$ cat src/rtl/drt_map.svh
// Register map, reset values, field positions and timing figures of the conversion block
`ifndef DRT_MAP_SVH
`define DRT_MAP_SVH

// ----------------------------------------
// Register offsets
// ----------------------------------------
`define DRT_OFS_TEMP1   8'h00
`define DRT_OFS_TEMP2   8'h01
`define DRT_OFS_STATUS  8'h02
`define DRT_OFS_CONFIG  8'h03
`define DRT_OFS_RATE    8'h04
`define DRT_OFS_T1HI    8'h05
`define DRT_OFS_T1LO    8'h06
`define DRT_OFS_T2HI    8'h07
`define DRT_OFS_T2LO    8'h08
`define DRT_OFS_ONESHOT 8'h0F

// ----------------------------------------
// Field positions
// ----------------------------------------
`define DRT_CFG_STBY    6
`define DRT_CFG_AMASK   7
`define DRT_ST_BUSY     7

// ----------------------------------------
// Reset values and serial address
// ----------------------------------------
`define DRT_RST_TEMP    8'h00
`define DRT_RST_CONFIG  8'h00
`define DRT_RST_RATE    8'h00
`define DRT_RST_THI     8'h7F
`define DRT_RST_TLO     8'hC9
`define DRT_SMB_ADDR    7'h2A

// ----------------------------------------
// Timing
// ----------------------------------------
`define DRT_CLK_KHZ     10000
`define DRT_INTEG_MS    60
`define DRT_CONV_MS     125

`endif

$ cat src/rtl/drt_pkg.sv
// Types shared by the conversion block and its serial slave
package drt_pkg;
  typedef logic [7:0] drt_byte_t;
  typedef enum logic [1:0] {CV_IDLE, CV_CH1, CV_CH2, CV_TAIL} drt_cv_t;
  typedef enum logic [2:0] {SB_IDLE, SB_ADDR, SB_ACKA, SB_WR, SB_ACKW, SB_RD, SB_ACKR} drt_sb_t;
endpackage : drt_pkg

$ cat src/rtl/drt_conv_top.sv
// Two-channel remote temperature conversion sequencer with result, threshold and alert registers
//
// What this block does
// - A started run converts channel 1 and then channel 2 with no further command.
// - A one-shot write or an automatic start converts both channels, results published only at the end.
// - The status busy bit is high exactly while a conversion run is in progress.
// - During a run the result registers keep the previous completed values.
// - Each channel integrates for 60 ms before its result is taken.
// - Results land in two data registers and are compared with four threshold registers in the same cycle.
// - A channel with no diode is measured like any other; the host ignores it.
// - The alert output is open drain and is only ever pulled low.
// - The serial clock is input only and the serial data line is driven only low.
// - The converter code is 12 bits wide before it is rounded to a temperature byte.
// - The standby bit stops the converter while registers and the serial port keep working.
// - A one-shot command runs one full conversion even with standby set.
// - A full run over both channels lasts 125 ms, then the converter idles until the next start.
//
// The register addresses and the address-and-strobe port were left to the implementer.
`timescale 1ns/1ps
`include "drt_map.svh"
module drt_conv_top #(
  parameter int         INTEG_CYC = `DRT_INTEG_MS * `DRT_CLK_KHZ,
  parameter int         CONV_CYC  = `DRT_CONV_MS * `DRT_CLK_KHZ,
  parameter int         MS_CYC    = `DRT_CLK_KHZ,
  parameter logic [6:0] SMB_ADDR  = `DRT_SMB_ADDR
) (
  // Clock, reset, enable
  input  wire logic               ref_clk,
  input  wire logic               rst,
  input  wire logic               ce,
  // Register port
  input  wire drt_pkg::drt_byte_t reg_addr,
  input  wire drt_pkg::drt_byte_t reg_wdata,
  input  wire logic               reg_wr,
  input  wire logic               reg_rd,
  output drt_pkg::drt_byte_t      reg_rdata,
  // Serial bus pins
  input  wire logic               smb_clk_in,
  input  wire logic               smb_data_in,
  output logic                    smb_data_o,
  output logic                    smb_data_oe,
  // Alert pin
  output logic                    alert_o,
  output logic                    alert_oe,
  // Converter core
  input  wire logic [11:0]        adc_code,
  output logic                    adc_ch_sel,
  output logic                    adc_integ
);
  import drt_pkg::*;

  localparam int TAIL_CYC = CONV_CYC - 2 * INTEG_CYC;

  generate
    if (INTEG_CYC < 1 || TAIL_CYC < 1 || MS_CYC < 1) begin : g_chk
      $error("drt_conv_top: CONV_CYC must exceed twice INTEG_CYC, all counts positive");
    end
  endgenerate

  // ----------------------------------------
  // State
  // ----------------------------------------
  drt_cv_t     cv_r;
  logic [31:0] tmr_r;
  logic        busy_r;
  logic        os_pend_r;
  logic        os_run_r;
  drt_byte_t   res1_r;
  drt_byte_t   res2_r;
  drt_byte_t   temp1_r;
  drt_byte_t   temp2_r;
  drt_byte_t   cfg_r;
  drt_byte_t   rate_r;
  drt_byte_t   t1hi_r;
  drt_byte_t   t1lo_r;
  drt_byte_t   t2hi_r;
  drt_byte_t   t2lo_r;
  logic [3:0]  alarm_r;
  logic [3:0]  alarm_nxt;
  logic        smb_wr_pend_r;
  logic        smb_rd_pend_r;
  drt_byte_t   smb_rdata_r;
  logic        smb_rvalid_r;

  // ----------------------------------------
  // Helpers
  // ----------------------------------------
  // Round 1/16 degree code to whole degrees; saturate at the top of range
  function automatic drt_byte_t fmt_temp(input logic [11:0] code);
    logic [12:0] r;
    r = {code[11], code} + 13'h0008;
    fmt_temp = (r[12] != r[11]) ? 8'h7F : r[11:4];
  endfunction : fmt_temp

  function automatic logic t_gt(input drt_byte_t a, input drt_byte_t b);
    t_gt = $signed(a) > $signed(b);
  endfunction : t_gt

  function automatic drt_byte_t rd_val(input drt_byte_t a);
    unique case (a)
      `DRT_OFS_TEMP1:  rd_val = temp1_r;
      `DRT_OFS_TEMP2:  rd_val = temp2_r;
      `DRT_OFS_STATUS: rd_val = {busy_r, 3'h0, alarm_r};
      `DRT_OFS_CONFIG: rd_val = cfg_r;
      `DRT_OFS_RATE:   rd_val = rate_r;
      `DRT_OFS_T1HI:   rd_val = t1hi_r;
      `DRT_OFS_T1LO:   rd_val = t1lo_r;
      `DRT_OFS_T2HI:   rd_val = t2hi_r;
      `DRT_OFS_T2LO:   rd_val = t2lo_r;
      default:         rd_val = 8'h00;
    endcase
  endfunction : rd_val

  // ----------------------------------------
  // Serial slave
  // ----------------------------------------
  logic      scl_s;
  logic      sda_s;
  logic      smb_rd;
  logic      smb_wr;
  drt_byte_t smb_addr;
  drt_byte_t smb_wdata;

  drt_sync #(.W(2)) u_sync (
    .ref_clk (ref_clk),
    .rst     (rst),
    .ce      (ce),
    .d       ({smb_clk_in, smb_data_in}),
    .q       ({scl_s, sda_s})
  );

  drt_smb_slave u_smb (
    .ref_clk  (ref_clk),
    .rst      (rst),
    .ce       (ce),
    .scl      (scl_s),
    .sda      (sda_s),
    .dev_addr (SMB_ADDR),
    .rd_o     (smb_rd),
    .wr_o     (smb_wr),
    .addr_o   (smb_addr),
    .wdata_o  (smb_wdata),
    .rdata_i  (smb_rdata_r),
    .rvalid_i (smb_rvalid_r),
    .sda_oe   (smb_data_oe)
  );

  // ----------------------------------------
  // Access arbitration
  // ----------------------------------------
  // Plain port wins; a serial access waits, which is harmless since bus edges are far apart
  wire       plain_busy = reg_wr | reg_rd;
  wire       smb_wr_go  = smb_wr_pend_r & ~plain_busy;
  wire       smb_rd_go  = smb_rd_pend_r & ~plain_busy;
  wire       acc_wr     = reg_wr | smb_wr_go;
  drt_byte_t acc_addr;
  drt_byte_t acc_data;
  assign acc_addr = reg_wr ? reg_addr : smb_addr;
  assign acc_data = reg_wr ? reg_wdata : smb_wdata;

  wire wr_cfg  = acc_wr & (acc_addr == `DRT_OFS_CONFIG);
  wire wr_rate = acc_wr & (acc_addr == `DRT_OFS_RATE);
  wire wr_t1hi = acc_wr & (acc_addr == `DRT_OFS_T1HI);
  wire wr_t1lo = acc_wr & (acc_addr == `DRT_OFS_T1LO);
  wire wr_t2hi = acc_wr & (acc_addr == `DRT_OFS_T2HI);
  wire wr_t2lo = acc_wr & (acc_addr == `DRT_OFS_T2LO);
  wire wr_os   = acc_wr & (acc_addr == `DRT_OFS_ONESHOT);
  wire st_clr  = (reg_rd & (reg_addr == `DRT_OFS_STATUS)) | (smb_rd_go & (smb_addr == `DRT_OFS_STATUS));

  // ----------------------------------------
  // Sequencer decode
  // ----------------------------------------
  wire        standby   = cfg_r[`DRT_CFG_STBY];
  wire [31:0] idle_lim  = 32'(rate_r) * 32'(MS_CYC);
  wire        auto_go   = ~standby & (tmr_r >= idle_lim);
  wire        start     = (cv_r == CV_IDLE) & (os_pend_r | auto_go);
  wire        integ_end = tmr_r == 32'(INTEG_CYC - 1);
  wire        tail_end  = tmr_r == 32'(TAIL_CYC - 1);
  wire        abort     = standby & ~os_run_r & (cv_r != CV_IDLE);
  wire        publish   = (cv_r == CV_TAIL) & tail_end & ~abort;
  wire [3:0]  alarm_hit;

  // New results are checked against all four limits as they are published
  assign alarm_hit = {4{publish}} & {t_gt(t2lo_r, res2_r), t_gt(res2_r, t2hi_r),
                                     t_gt(t1lo_r, res1_r), t_gt(res1_r, t1hi_r)};
  // A hit in the clearing cycle survives the clear
  assign alarm_nxt = (alarm_r & ~{4{st_clr}}) | alarm_hit;

  // ----------------------------------------
  // Conversion sequencer
  // ----------------------------------------
  always_ff @(posedge ref_clk or posedge rst) begin
    if (rst) begin
      cv_r       <= CV_IDLE;
      tmr_r      <= 32'h0;
      busy_r     <= 1'b0;
      os_run_r   <= 1'b0;
      adc_ch_sel <= 1'b0;
      adc_integ  <= 1'b0;
      res1_r     <= `DRT_RST_TEMP;
      res2_r     <= `DRT_RST_TEMP;
    end else if (ce) begin
      if (abort) begin
        cv_r      <= CV_IDLE;
        tmr_r     <= 32'h0;
        busy_r    <= 1'b0;
        adc_integ <= 1'b0;
      end else begin
        unique case (cv_r)
          CV_IDLE: if (start) begin
            cv_r       <= CV_CH1;
            tmr_r      <= 32'h0;
            busy_r     <= 1'b1;
            os_run_r   <= os_pend_r;
            adc_ch_sel <= 1'b0;
            adc_integ  <= 1'b1;
          end else tmr_r <= tmr_r + 32'h1;
          CV_CH1: if (integ_end) begin
            // Taken whether or not a diode is fitted
            res1_r     <= fmt_temp(adc_code);
            cv_r       <= CV_CH2;
            tmr_r      <= 32'h0;
            adc_ch_sel <= 1'b1;
          end else tmr_r <= tmr_r + 32'h1;
          CV_CH2: if (integ_end) begin
            res2_r    <= fmt_temp(adc_code);
            cv_r      <= CV_TAIL;
            tmr_r     <= 32'h0;
            adc_integ <= 1'b0;
          end else tmr_r <= tmr_r + 32'h1;
          CV_TAIL: if (tail_end) begin
            cv_r     <= CV_IDLE;
            tmr_r    <= 32'h0;
            busy_r   <= 1'b0;
            os_run_r <= 1'b0;
          end else tmr_r <= tmr_r + 32'h1;
        endcase
      end
    end
  end

  // ----------------------------------------
  // Results, status and alert
  // ----------------------------------------
  always_ff @(posedge ref_clk or posedge rst) begin
    if (rst) begin
      temp1_r    <= `DRT_RST_TEMP;
      temp2_r    <= `DRT_RST_TEMP;
      alarm_r    <= 4'h0;
      alert_oe   <= 1'b0;
      os_pend_r  <= 1'b0;
      alert_o    <= 1'b0;
      smb_data_o <= 1'b0;
    end else if (ce) begin
      // Open-drain pins never drive high
      alert_o    <= 1'b0;
      smb_data_o <= 1'b0;
      if (publish) begin
        temp1_r <= res1_r;
        temp2_r <= res2_r;
      end
      alarm_r   <= alarm_nxt;
      alert_oe  <= (|alarm_nxt) & ~cfg_r[`DRT_CFG_AMASK];
      os_pend_r <= (os_pend_r & ~start) | wr_os;
    end
  end

  // ----------------------------------------
  // Software registers
  // ----------------------------------------
  always_ff @(posedge ref_clk or posedge rst) begin
    if (rst) begin
      cfg_r  <= `DRT_RST_CONFIG;
      rate_r <= `DRT_RST_RATE;
      t1hi_r <= `DRT_RST_THI;
      t1lo_r <= `DRT_RST_TLO;
      t2hi_r <= `DRT_RST_THI;
      t2lo_r <= `DRT_RST_TLO;
    end else if (ce) begin
      if (wr_cfg) cfg_r <= acc_data;
      if (wr_rate) rate_r <= acc_data;
      if (wr_t1hi) t1hi_r <= acc_data;
      if (wr_t1lo) t1lo_r <= acc_data;
      if (wr_t2hi) t2hi_r <= acc_data;
      if (wr_t2lo) t2lo_r <= acc_data;
    end
  end

  // ----------------------------------------
  // Read paths
  // ----------------------------------------
  // Both ports keep answering in standby
  always_ff @(posedge ref_clk or posedge rst) begin
    if (rst) begin
      reg_rdata     <= 8'h00;
      smb_rdata_r   <= 8'h00;
      smb_rvalid_r  <= 1'b0;
      smb_wr_pend_r <= 1'b0;
      smb_rd_pend_r <= 1'b0;
    end else if (ce) begin
      reg_rdata     <= reg_rd ? rd_val(reg_addr) : 8'h00;
      smb_rvalid_r  <= smb_rd_go;
      if (smb_rd_go) smb_rdata_r <= rd_val(smb_addr);
      smb_wr_pend_r <= (smb_wr_pend_r & ~smb_wr_go) | smb_wr;
      smb_rd_pend_r <= (smb_rd_pend_r & ~smb_rd_go) | smb_rd;
    end
  end
endmodule : drt_conv_top

$ cat src/rtl/drt_sync.sv
// Two-flop synchroniser for pin inputs
`timescale 1ns/1ps
module drt_sync #(
  parameter int W = 1
) (
  // Clock and reset
  input  wire logic         ref_clk,
  input  wire logic         rst,
  input  wire logic         ce,
  // Data
  input  wire logic [W-1:0] d,
  output logic      [W-1:0] q
);
  logic [W-1:0] meta_r;

  generate
    if (W < 1) begin : g_chk
      $error("drt_sync: W must be at least 1");
    end
  endgenerate

  always_ff @(posedge ref_clk or posedge rst) begin
    if (rst) begin
      meta_r <= '1;
      q      <= '1;
    end else if (ce) begin
      meta_r <= d;
      q      <= meta_r;
    end
  end
endmodule : drt_sync

$ cat src/rtl/drt_smb_slave.sv
// Serial management bus slave: byte write, byte read, send byte, receive byte
`timescale 1ns/1ps
module drt_smb_slave
  import drt_pkg::*;
(
  // Clock and reset
  input  wire logic         ref_clk,
  input  wire logic         rst,
  input  wire logic         ce,
  // Synchronised bus lines
  input  wire logic         scl,
  input  wire logic         sda,
  input  wire logic [6:0]   dev_addr,
  // Register access
  output logic              rd_o,
  output logic              wr_o,
  output drt_pkg::drt_byte_t addr_o,
  output drt_pkg::drt_byte_t wdata_o,
  input  wire drt_pkg::drt_byte_t rdata_i,
  input  wire logic         rvalid_i,
  // Open-drain data pull
  output logic              sda_oe
);
  drt_sb_t   st_r;
  logic      scl_q_r;
  logic      sda_q_r;
  logic [3:0] cnt_r;
  logic      rw_r;
  logic      first_r;
  drt_byte_t tx_r;

  wire scl_rise = scl & ~scl_q_r;
  wire scl_fall = ~scl & scl_q_r;
  wire start_c  = scl & scl_q_r & sda_q_r & ~sda;
  wire stop_c   = scl & scl_q_r & ~sda_q_r & sda;
  wire byte_end = cnt_r == 4'h8;
  wire addr_hit = wdata_o[7:1] == dev_addr;

  // Clock line is only ever sampled; data line only pulled low
  always_ff @(posedge ref_clk or posedge rst) begin
    if (rst) begin
      st_r    <= SB_IDLE;
      scl_q_r <= 1'b1;
      sda_q_r <= 1'b1;
      cnt_r   <= 4'h0;
      rw_r    <= 1'b0;
      first_r <= 1'b0;
      tx_r    <= 8'h00;
      addr_o  <= 8'h00;
      wdata_o <= 8'h00;
      rd_o    <= 1'b0;
      wr_o    <= 1'b0;
      sda_oe  <= 1'b0;
    end else if (ce) begin
      scl_q_r <= scl;
      sda_q_r <= sda;
      rd_o    <= 1'b0;
      wr_o    <= 1'b0;
      if (rvalid_i) tx_r <= rdata_i;
      if (start_c) begin
        st_r    <= SB_ADDR;
        cnt_r   <= 4'h0;
        first_r <= 1'b1;
        sda_oe  <= 1'b0;
      end else if (stop_c) begin
        st_r   <= SB_IDLE;
        sda_oe <= 1'b0;
      end else if (scl_rise) begin
        if (st_r == SB_ADDR || st_r == SB_WR) begin
          wdata_o <= {wdata_o[6:0], sda};
          cnt_r   <= cnt_r + 4'h1;
        end else if (st_r == SB_ACKR) begin
          // Master acknowledge asks for the same register again
          if (sda) st_r <= SB_IDLE;
          else begin
            st_r <= SB_ACKA;
            rd_o <= 1'b1;
          end
        end
      end else if (scl_fall) begin
        unique case (st_r)
          SB_ADDR: if (byte_end) begin
            if (addr_hit) begin
              st_r   <= SB_ACKA;
              sda_oe <= 1'b1;
              rw_r   <= wdata_o[0];
              rd_o   <= wdata_o[0];
            end else st_r <= SB_IDLE;
          end
          SB_ACKA: if (rw_r) begin
            st_r   <= SB_RD;
            sda_oe <= ~tx_r[7];
            cnt_r  <= 4'h1;
          end else begin
            st_r   <= SB_WR;
            sda_oe <= 1'b0;
            cnt_r  <= 4'h0;
          end
          SB_WR: if (byte_end) begin
            st_r   <= SB_ACKW;
            sda_oe <= 1'b1;
            if (first_r) addr_o <= wdata_o;
            else wr_o <= 1'b1;
          end
          SB_ACKW: begin
            st_r    <= SB_WR;
            sda_oe  <= 1'b0;
            cnt_r   <= 4'h0;
            first_r <= 1'b0;
          end
          SB_RD: if (byte_end) begin
            st_r   <= SB_ACKR;
            sda_oe <= 1'b0;
          end else begin
            sda_oe <= ~tx_r[6];
            tx_r   <= {tx_r[6:0], 1'b0};
            cnt_r  <= cnt_r + 4'h1;
          end
          SB_ACKR, SB_IDLE: ;
        endcase
      end
    end
  end
endmodule : drt_smb_slave

$ cat config.mk
export PLATFORM = sky130hd
export DESIGN_NAME = drt_conv_top
export DESIGN_NICKNAME = d
export VERILOG_FILES = /design/src/rtl/drt_pkg.sv /design/src/rtl/drt_conv_top.sv /design/src/rtl/drt_sync.sv /design/src/rtl/drt_smb_slave.sv
export VERILOG_INCLUDE_DIRS = /design/src /design/src/rtl
export SDC_FILE = /design/constraint.sdc
export NUM_CORES = 1
export LEC_CHECK = 0
export BUFFER_PORTS_ARGS = -buffer_cell sky130_fd_sc_hd__buf_2
export CORE_MARGIN = 5
export CORE_UTILIZATION = 57
export DETAILED_ROUTE_END_ITERATION = 7
export PLACE_DENSITY = 0.78
export SYNTH_ARGS = -nofsm -noshare
export SYNTH_HDL_FRONTEND = slang
export SYNTH_SLANG_ARGS = --single-unit
export TNS_END_PERCENT = 30
$ cat constraint.sdc
create_clock -name ref_clk -period 6.6 [get_ports ref_clk]
set_input_delay 1.98 -clock ref_clk [delete_from_list [all_inputs] [get_ports ref_clk]]
set_output_delay 1.98 -clock ref_clk [all_outputs]
set_load 0.05 [all_outputs]
# Word-level counts from Yosys, hierarchy flattened
# Index checks and enable logic that the tools add are counted.
# op_classes
n_addsub	3
multipliers	1
div_mod_pow	0
n_lt_le_gt_ge	5
n_eq_ne	57
shifts	0
muxes	89
bitwise_logic	56
reduce_logical	41
# ops
op	count
8-bit one-hot mux with 9 select lines	2
32-bit two-way mux	4
8-bit by 3-bit equality test with 1-bit output, second input constant	12
32-bit one-hot mux with 3 select lines	1
8-bit two-way mux	11
8-bit by 2-bit equality test with 1-bit output, second input constant	5
1-bit two-way mux	40
32-bit by 1-bit adder with 32-bit output, second input constant	1
32-bit by 16-bit equality test with 1-bit output, second input constant	1
32-bit by 20-bit equality test with 1-bit output, second input constant	1
8-bit by 4-bit equality test with 1-bit output, second input constant	4
32-bit by 22-bit greater-or-equal comparator with 1-bit output	1
8-bit > comparator	4
3-bit two-way mux	10
1-bit bitwise AND	28
5-bit AND reduction	5
4-bit two-way mux	6
8-bit AND reduction	3
8-bit by 10-bit multiplier with 18-bit output, second input constant	1
3-bit != test, second input constant	6
1-bit NOT	17
8-bit by 1-bit equality test with 1-bit output, second input constant	2
8-bit logical NOT	2
2-bit AND reduction	8
other kinds (39)	77
# totals
regBits	185
latch_bits	0
mem_bits_rw	0
mem_bits_ro	0
input_bits	35
output_inout_bits	14
mem_count	0

# Depth between registers and ports, before layout
# depth
depth_word	10
depth_mapped	24

# Cells and area by module
# Synthesis repeated with hierarchy kept, for this count alone.
# hier_totals
hier_cells	1270
hier_area_um2	12273.0
# modules_own_cells
module	n_inst	cells_per_inst	area_per_inst_um2	seq_area_each_um2
drt_conv_top	1	1066	10025.9	3606.0
drt_smb_slave	1	195	2093.3	953.4
drt_sync	1	9	153.9	105.1

# Least setup slack after synthesis
# OpenSTA, ideal clock, no wires.
# synth_timing
kind	register to register
startpoint	register rate_r[2]
endpoint	register tmr_r[17]
arrival_ns	5.809
t_required_ns	6.521
path_slack_ns	0.712
path_stages_with_launch	24
n_path_buf	1
path_cell_list	dfrtp_1 -> ha_1 -> ha_1 -> inv_1 -> fa_1 -> fa_1 -> inv_1 -> ha_1 -> a21o_1 -> a21o_1 -> a21oi_1 -> o21ai_0 -> a41o_1 -> or4_1 -> o21ai_0 -> ha_1 -> a21oi_1 -> nand2_1 -> a211o_1 -> a311o_1 -> a31oi_1 -> clkbuf_1 -> nand3_1 -> mux2i_1
# synth_via
elab_chain_cells	8
# synth_rtl
item	line_no	rtl
start: declaration	drt_conv_top.sv:73	drt_byte_t rate_r;
start signal: assignment	drt_conv_top.sv:274	rate_r <= `DRT_RST_RATE;
start signal: assignment	drt_conv_top.sv:281	if (wr_rate) rate_r <= acc_data;
8-bit by 10-bit multiplier with 18-bit output	drt_conv_top.sv:174	wire [31:0] idle_lim = 32'(rate_r) * 32'(MS_CYC);
32-bit by 22-bit greater-or-equal comparator with 1-bit output	drt_conv_top.sv:175	wire auto_go = ~standby & (tmr_r >= idle_lim);
1-bit bitwise AND	drt_conv_top.sv:175	
1-bit OR	drt_conv_top.sv:176	wire start = (cv_r == CV_IDLE) & (os_pend_r | auto_go);
1-bit bitwise AND	drt_conv_top.sv:176	
32-bit two-way mux	drt_conv_top.sv:210	CV_IDLE: if (start) begin
32-bit one-hot mux with 3 select lines	drt_conv_top.sv:209	unique case (cv_r)
32-bit two-way mux	drt_conv_top.sv:203	if (abort) begin
end signal: assignment	drt_conv_top.sv:217	end else tmr_r <= tmr_r + 32'h1;
end signal: assignment	drt_conv_top.sv:224	end else tmr_r <= tmr_r + 32'h1;
end signal: assignment	drt_conv_top.sv:230	end else tmr_r <= tmr_r + 32'h1;
end: declaration	drt_conv_top.sv:64	logic [31:0] tmr_r;
# Every way passes these cells.
# A chain may end at the register's enable or synchronous reset.

# Worst setup path after layout
# layout_timing
startpoint	register rate_r[5]
endpoint	register tmr_r[11]
# The elaborated chain is that of the path after synthesis.

==> results.cfg <==
[grt]
overflow = 0
grt.total_usage_pct = 27.2
grt_pass1_wl_mm = 52.4
grt_max_degree = 147
grt_antenna_before_repair = 1
grt_pass1_vias = 9991

[routing]
ant_nets = 0
drt_pass1_iterations = 6
drt_iter0_markers = 1133
drc = 0
viasPerCell = 6.34
routedWlPerCell_microns = 20.0
via_count = 10200
routed_wl_mm = 32.1

[logic_synthesis]
ys.warnings.count = 0
ys.flop_type = dfrtp_1
syn_avg_cell_area_sq_um = 9.33
synth-edff-count = 0
synth_cell_types = 72
async_flop_share_pct = 100
syn_inst = 1290
ys_seq_elements = 185
syn_area_sq_mm = 0.0120
yosysSeqAreaShare_pct = 38.7

[final_layout]
drive_gt1_share_pct = 13.5
final_cell_mix = 157 x dfrtp_1, 110 x nand2_1, 104 x ha_1, 97 x inv_1, 92 x a21oi_1
num-nets-final = 1467
top_register = tmr_r
diodes = 0
final_cells = 1604
largest_register_ffs = 32
mostFrequentLayoutCell = dfrtp_1
syn_to_final_growth_pct = 8.73

[floorplanning]
core_sq_mm = 0.0209
die_y_microns = 155
initial_utilization_pct = 57.6
ios = 49
dieArea_sq_mm = 0.0241
die_w_microns = 155
core.rowCount = 53

[critical_path]
path_cells = fa_1 > fa_1 > ha_1 > inv_1 > fa_1 > inv_1 > ha_1 > a21oi_1 > o21ai_0 > a41o_1 > or4_1 > o21ai_0 > ha_1 > a21oi_1 > nand2_1 > a211o_1 > a311o_1 > a31o_2 > or3_1 > o21ai_1
cp_slowest_stage_delay_ps = 620
critPathMaxFanout = 17
startpoint_type = flop
worstSetupPathType = flop to flop
required_ps = 6970
critPathCaptureType = flop
path_buf_inv = 2
crit_family = adder cells
arrival_ps = 6380
cp_slowest_cell = fa_1
timing.rr.start = rate_r[5]
startpoint = rate_r[5]

[clock_network]
clock_path_buffers = 2
cts_sinks = 185
cts_tree = yes
post_cts_buffers = 0
clock_latency_ps = 440
cts_buffers = 17
cts_root_buf = clkbuf_16
clk_pin_slew_ps = 80
cts-htree-levels = 4
postCtsHoldBufs = 0
cts-resized-gates = 0

[timing]
maxSlewViolCount = 0
finalHoldViolations = 0
fin_crit_ps = 6010
maxSlewHeadroom_pct = 14.3
setup_viol = 0
fin_crit_sh_pct = 91.0
worst_pin_slew_ps = 1280
tns_ps = 0
hold_ws_ps = 481
fmax_mhz = 166
finalClockSkew_ps = 11.9
grt_setup_unrepaired = false

[hold_path]
min_from = reg_rdata[5]
hold_path_class = flop to flop

[run_status]
outcome = finished clean

[placed_design]
place.gp.congestion = 1.00
dp.cells = 1572
dp_hpwl_mm = 23.7
port-buffer-count = 43

[job]
cap_violations = 0

[power_and_ir_drop]
leakagePower_nw = 5.99
finalPower_w = 0.00320
power_density_mw_per_mm2 = 244
vdd_drop_max_mv = 0.173
-- synthesized netlist by cell type (23+ instances only) --
master / count / share of area [%]
o21ai_0: 78 / 3.2
nor2_1: 87 / 2.7
clkbuf_1: 43 / 1.3
nand3_1: 47 / 2.0
nor3_1: 25 / 1.0
nand2_1: 110 / 3.4
inv_1: 98 / 3.1
a22oi_1: 23 / 1.4
ha_1: 104 / 11
a21oi_1: 92 / 3.8
dfrtp_1: 157 / 33
dfstp_2: 28 / 6.1
mux2_2: 44 / 4.1
-- logic make-up after synthesis --
group	share of synthesized area [%]
simple gates	17.3
compound gates	18.2
flops	38.7
buf+inv	4.72
fa+ha+maj	12.8
mux	6.88
xor+xnor	1.31
other cells	0.0311
-- final cells by class --
cell class	count	area [sq um]
Fill cell	1752	7800
Multi-Input combinational cell	958	6810
Sequential cell	185	4660
Clock buffer	19	453
Inverter	99	375
Tap cell	275	344
Timing Repair Buffer	55	318
Clock inverter	13	125
-- where the power goes --
part	switching (W)	total [W]	internal, W
registers	0.000109	0.00134	0.00124
logic	0.000523	0.000839	0.000315
clock network	0.000494	0.00102	0.000522
total	0.00113	0.00320	0.00207
-- final timing paths --
| kind | slack (ps) | to | cells past startpoint |
|---|---|---|---|
| setup / recovery | 590 | tmr_r[11] | 20 |
| hold / removal | 480 | reg_rdata[5] | 1 |
| setup reg to reg | 590 | tmr_r[11] | 20 |
| hold reg to reg | 480 | reg_rdata[5] | 1 |
| max in group asynchronous | 3600 | u_smb.tx_r[2] | 3 |
| min in group asynchronous | 1730 | adc_ch_sel | 2 |
-- stage by stage --
stage                     util [%]  setup WS (ps)  instance area [sq um]
after global routing          62.7            276                  13100
final                         62.7            593                  13100
after detailed placement      59.9            667                  12500
after floorplan                  -            712                  12000
after global placement        59.9            705                  12500
after CTS                     62.7            593                  13100
-- per-layer routing --
metal / up-vias / GRT usage (%) / share of wire (%)
li1: 4760 / - / -
met5: - / 0 / 0.041
met4: 2 / 8.75 / 3.1
met1: 4925 / 37.3 / 43
met3: 79 / 6.12 / 7.4
met2: 400 / 43.0 / 46
No activity file was read; power rests on OpenSTA's default activity.
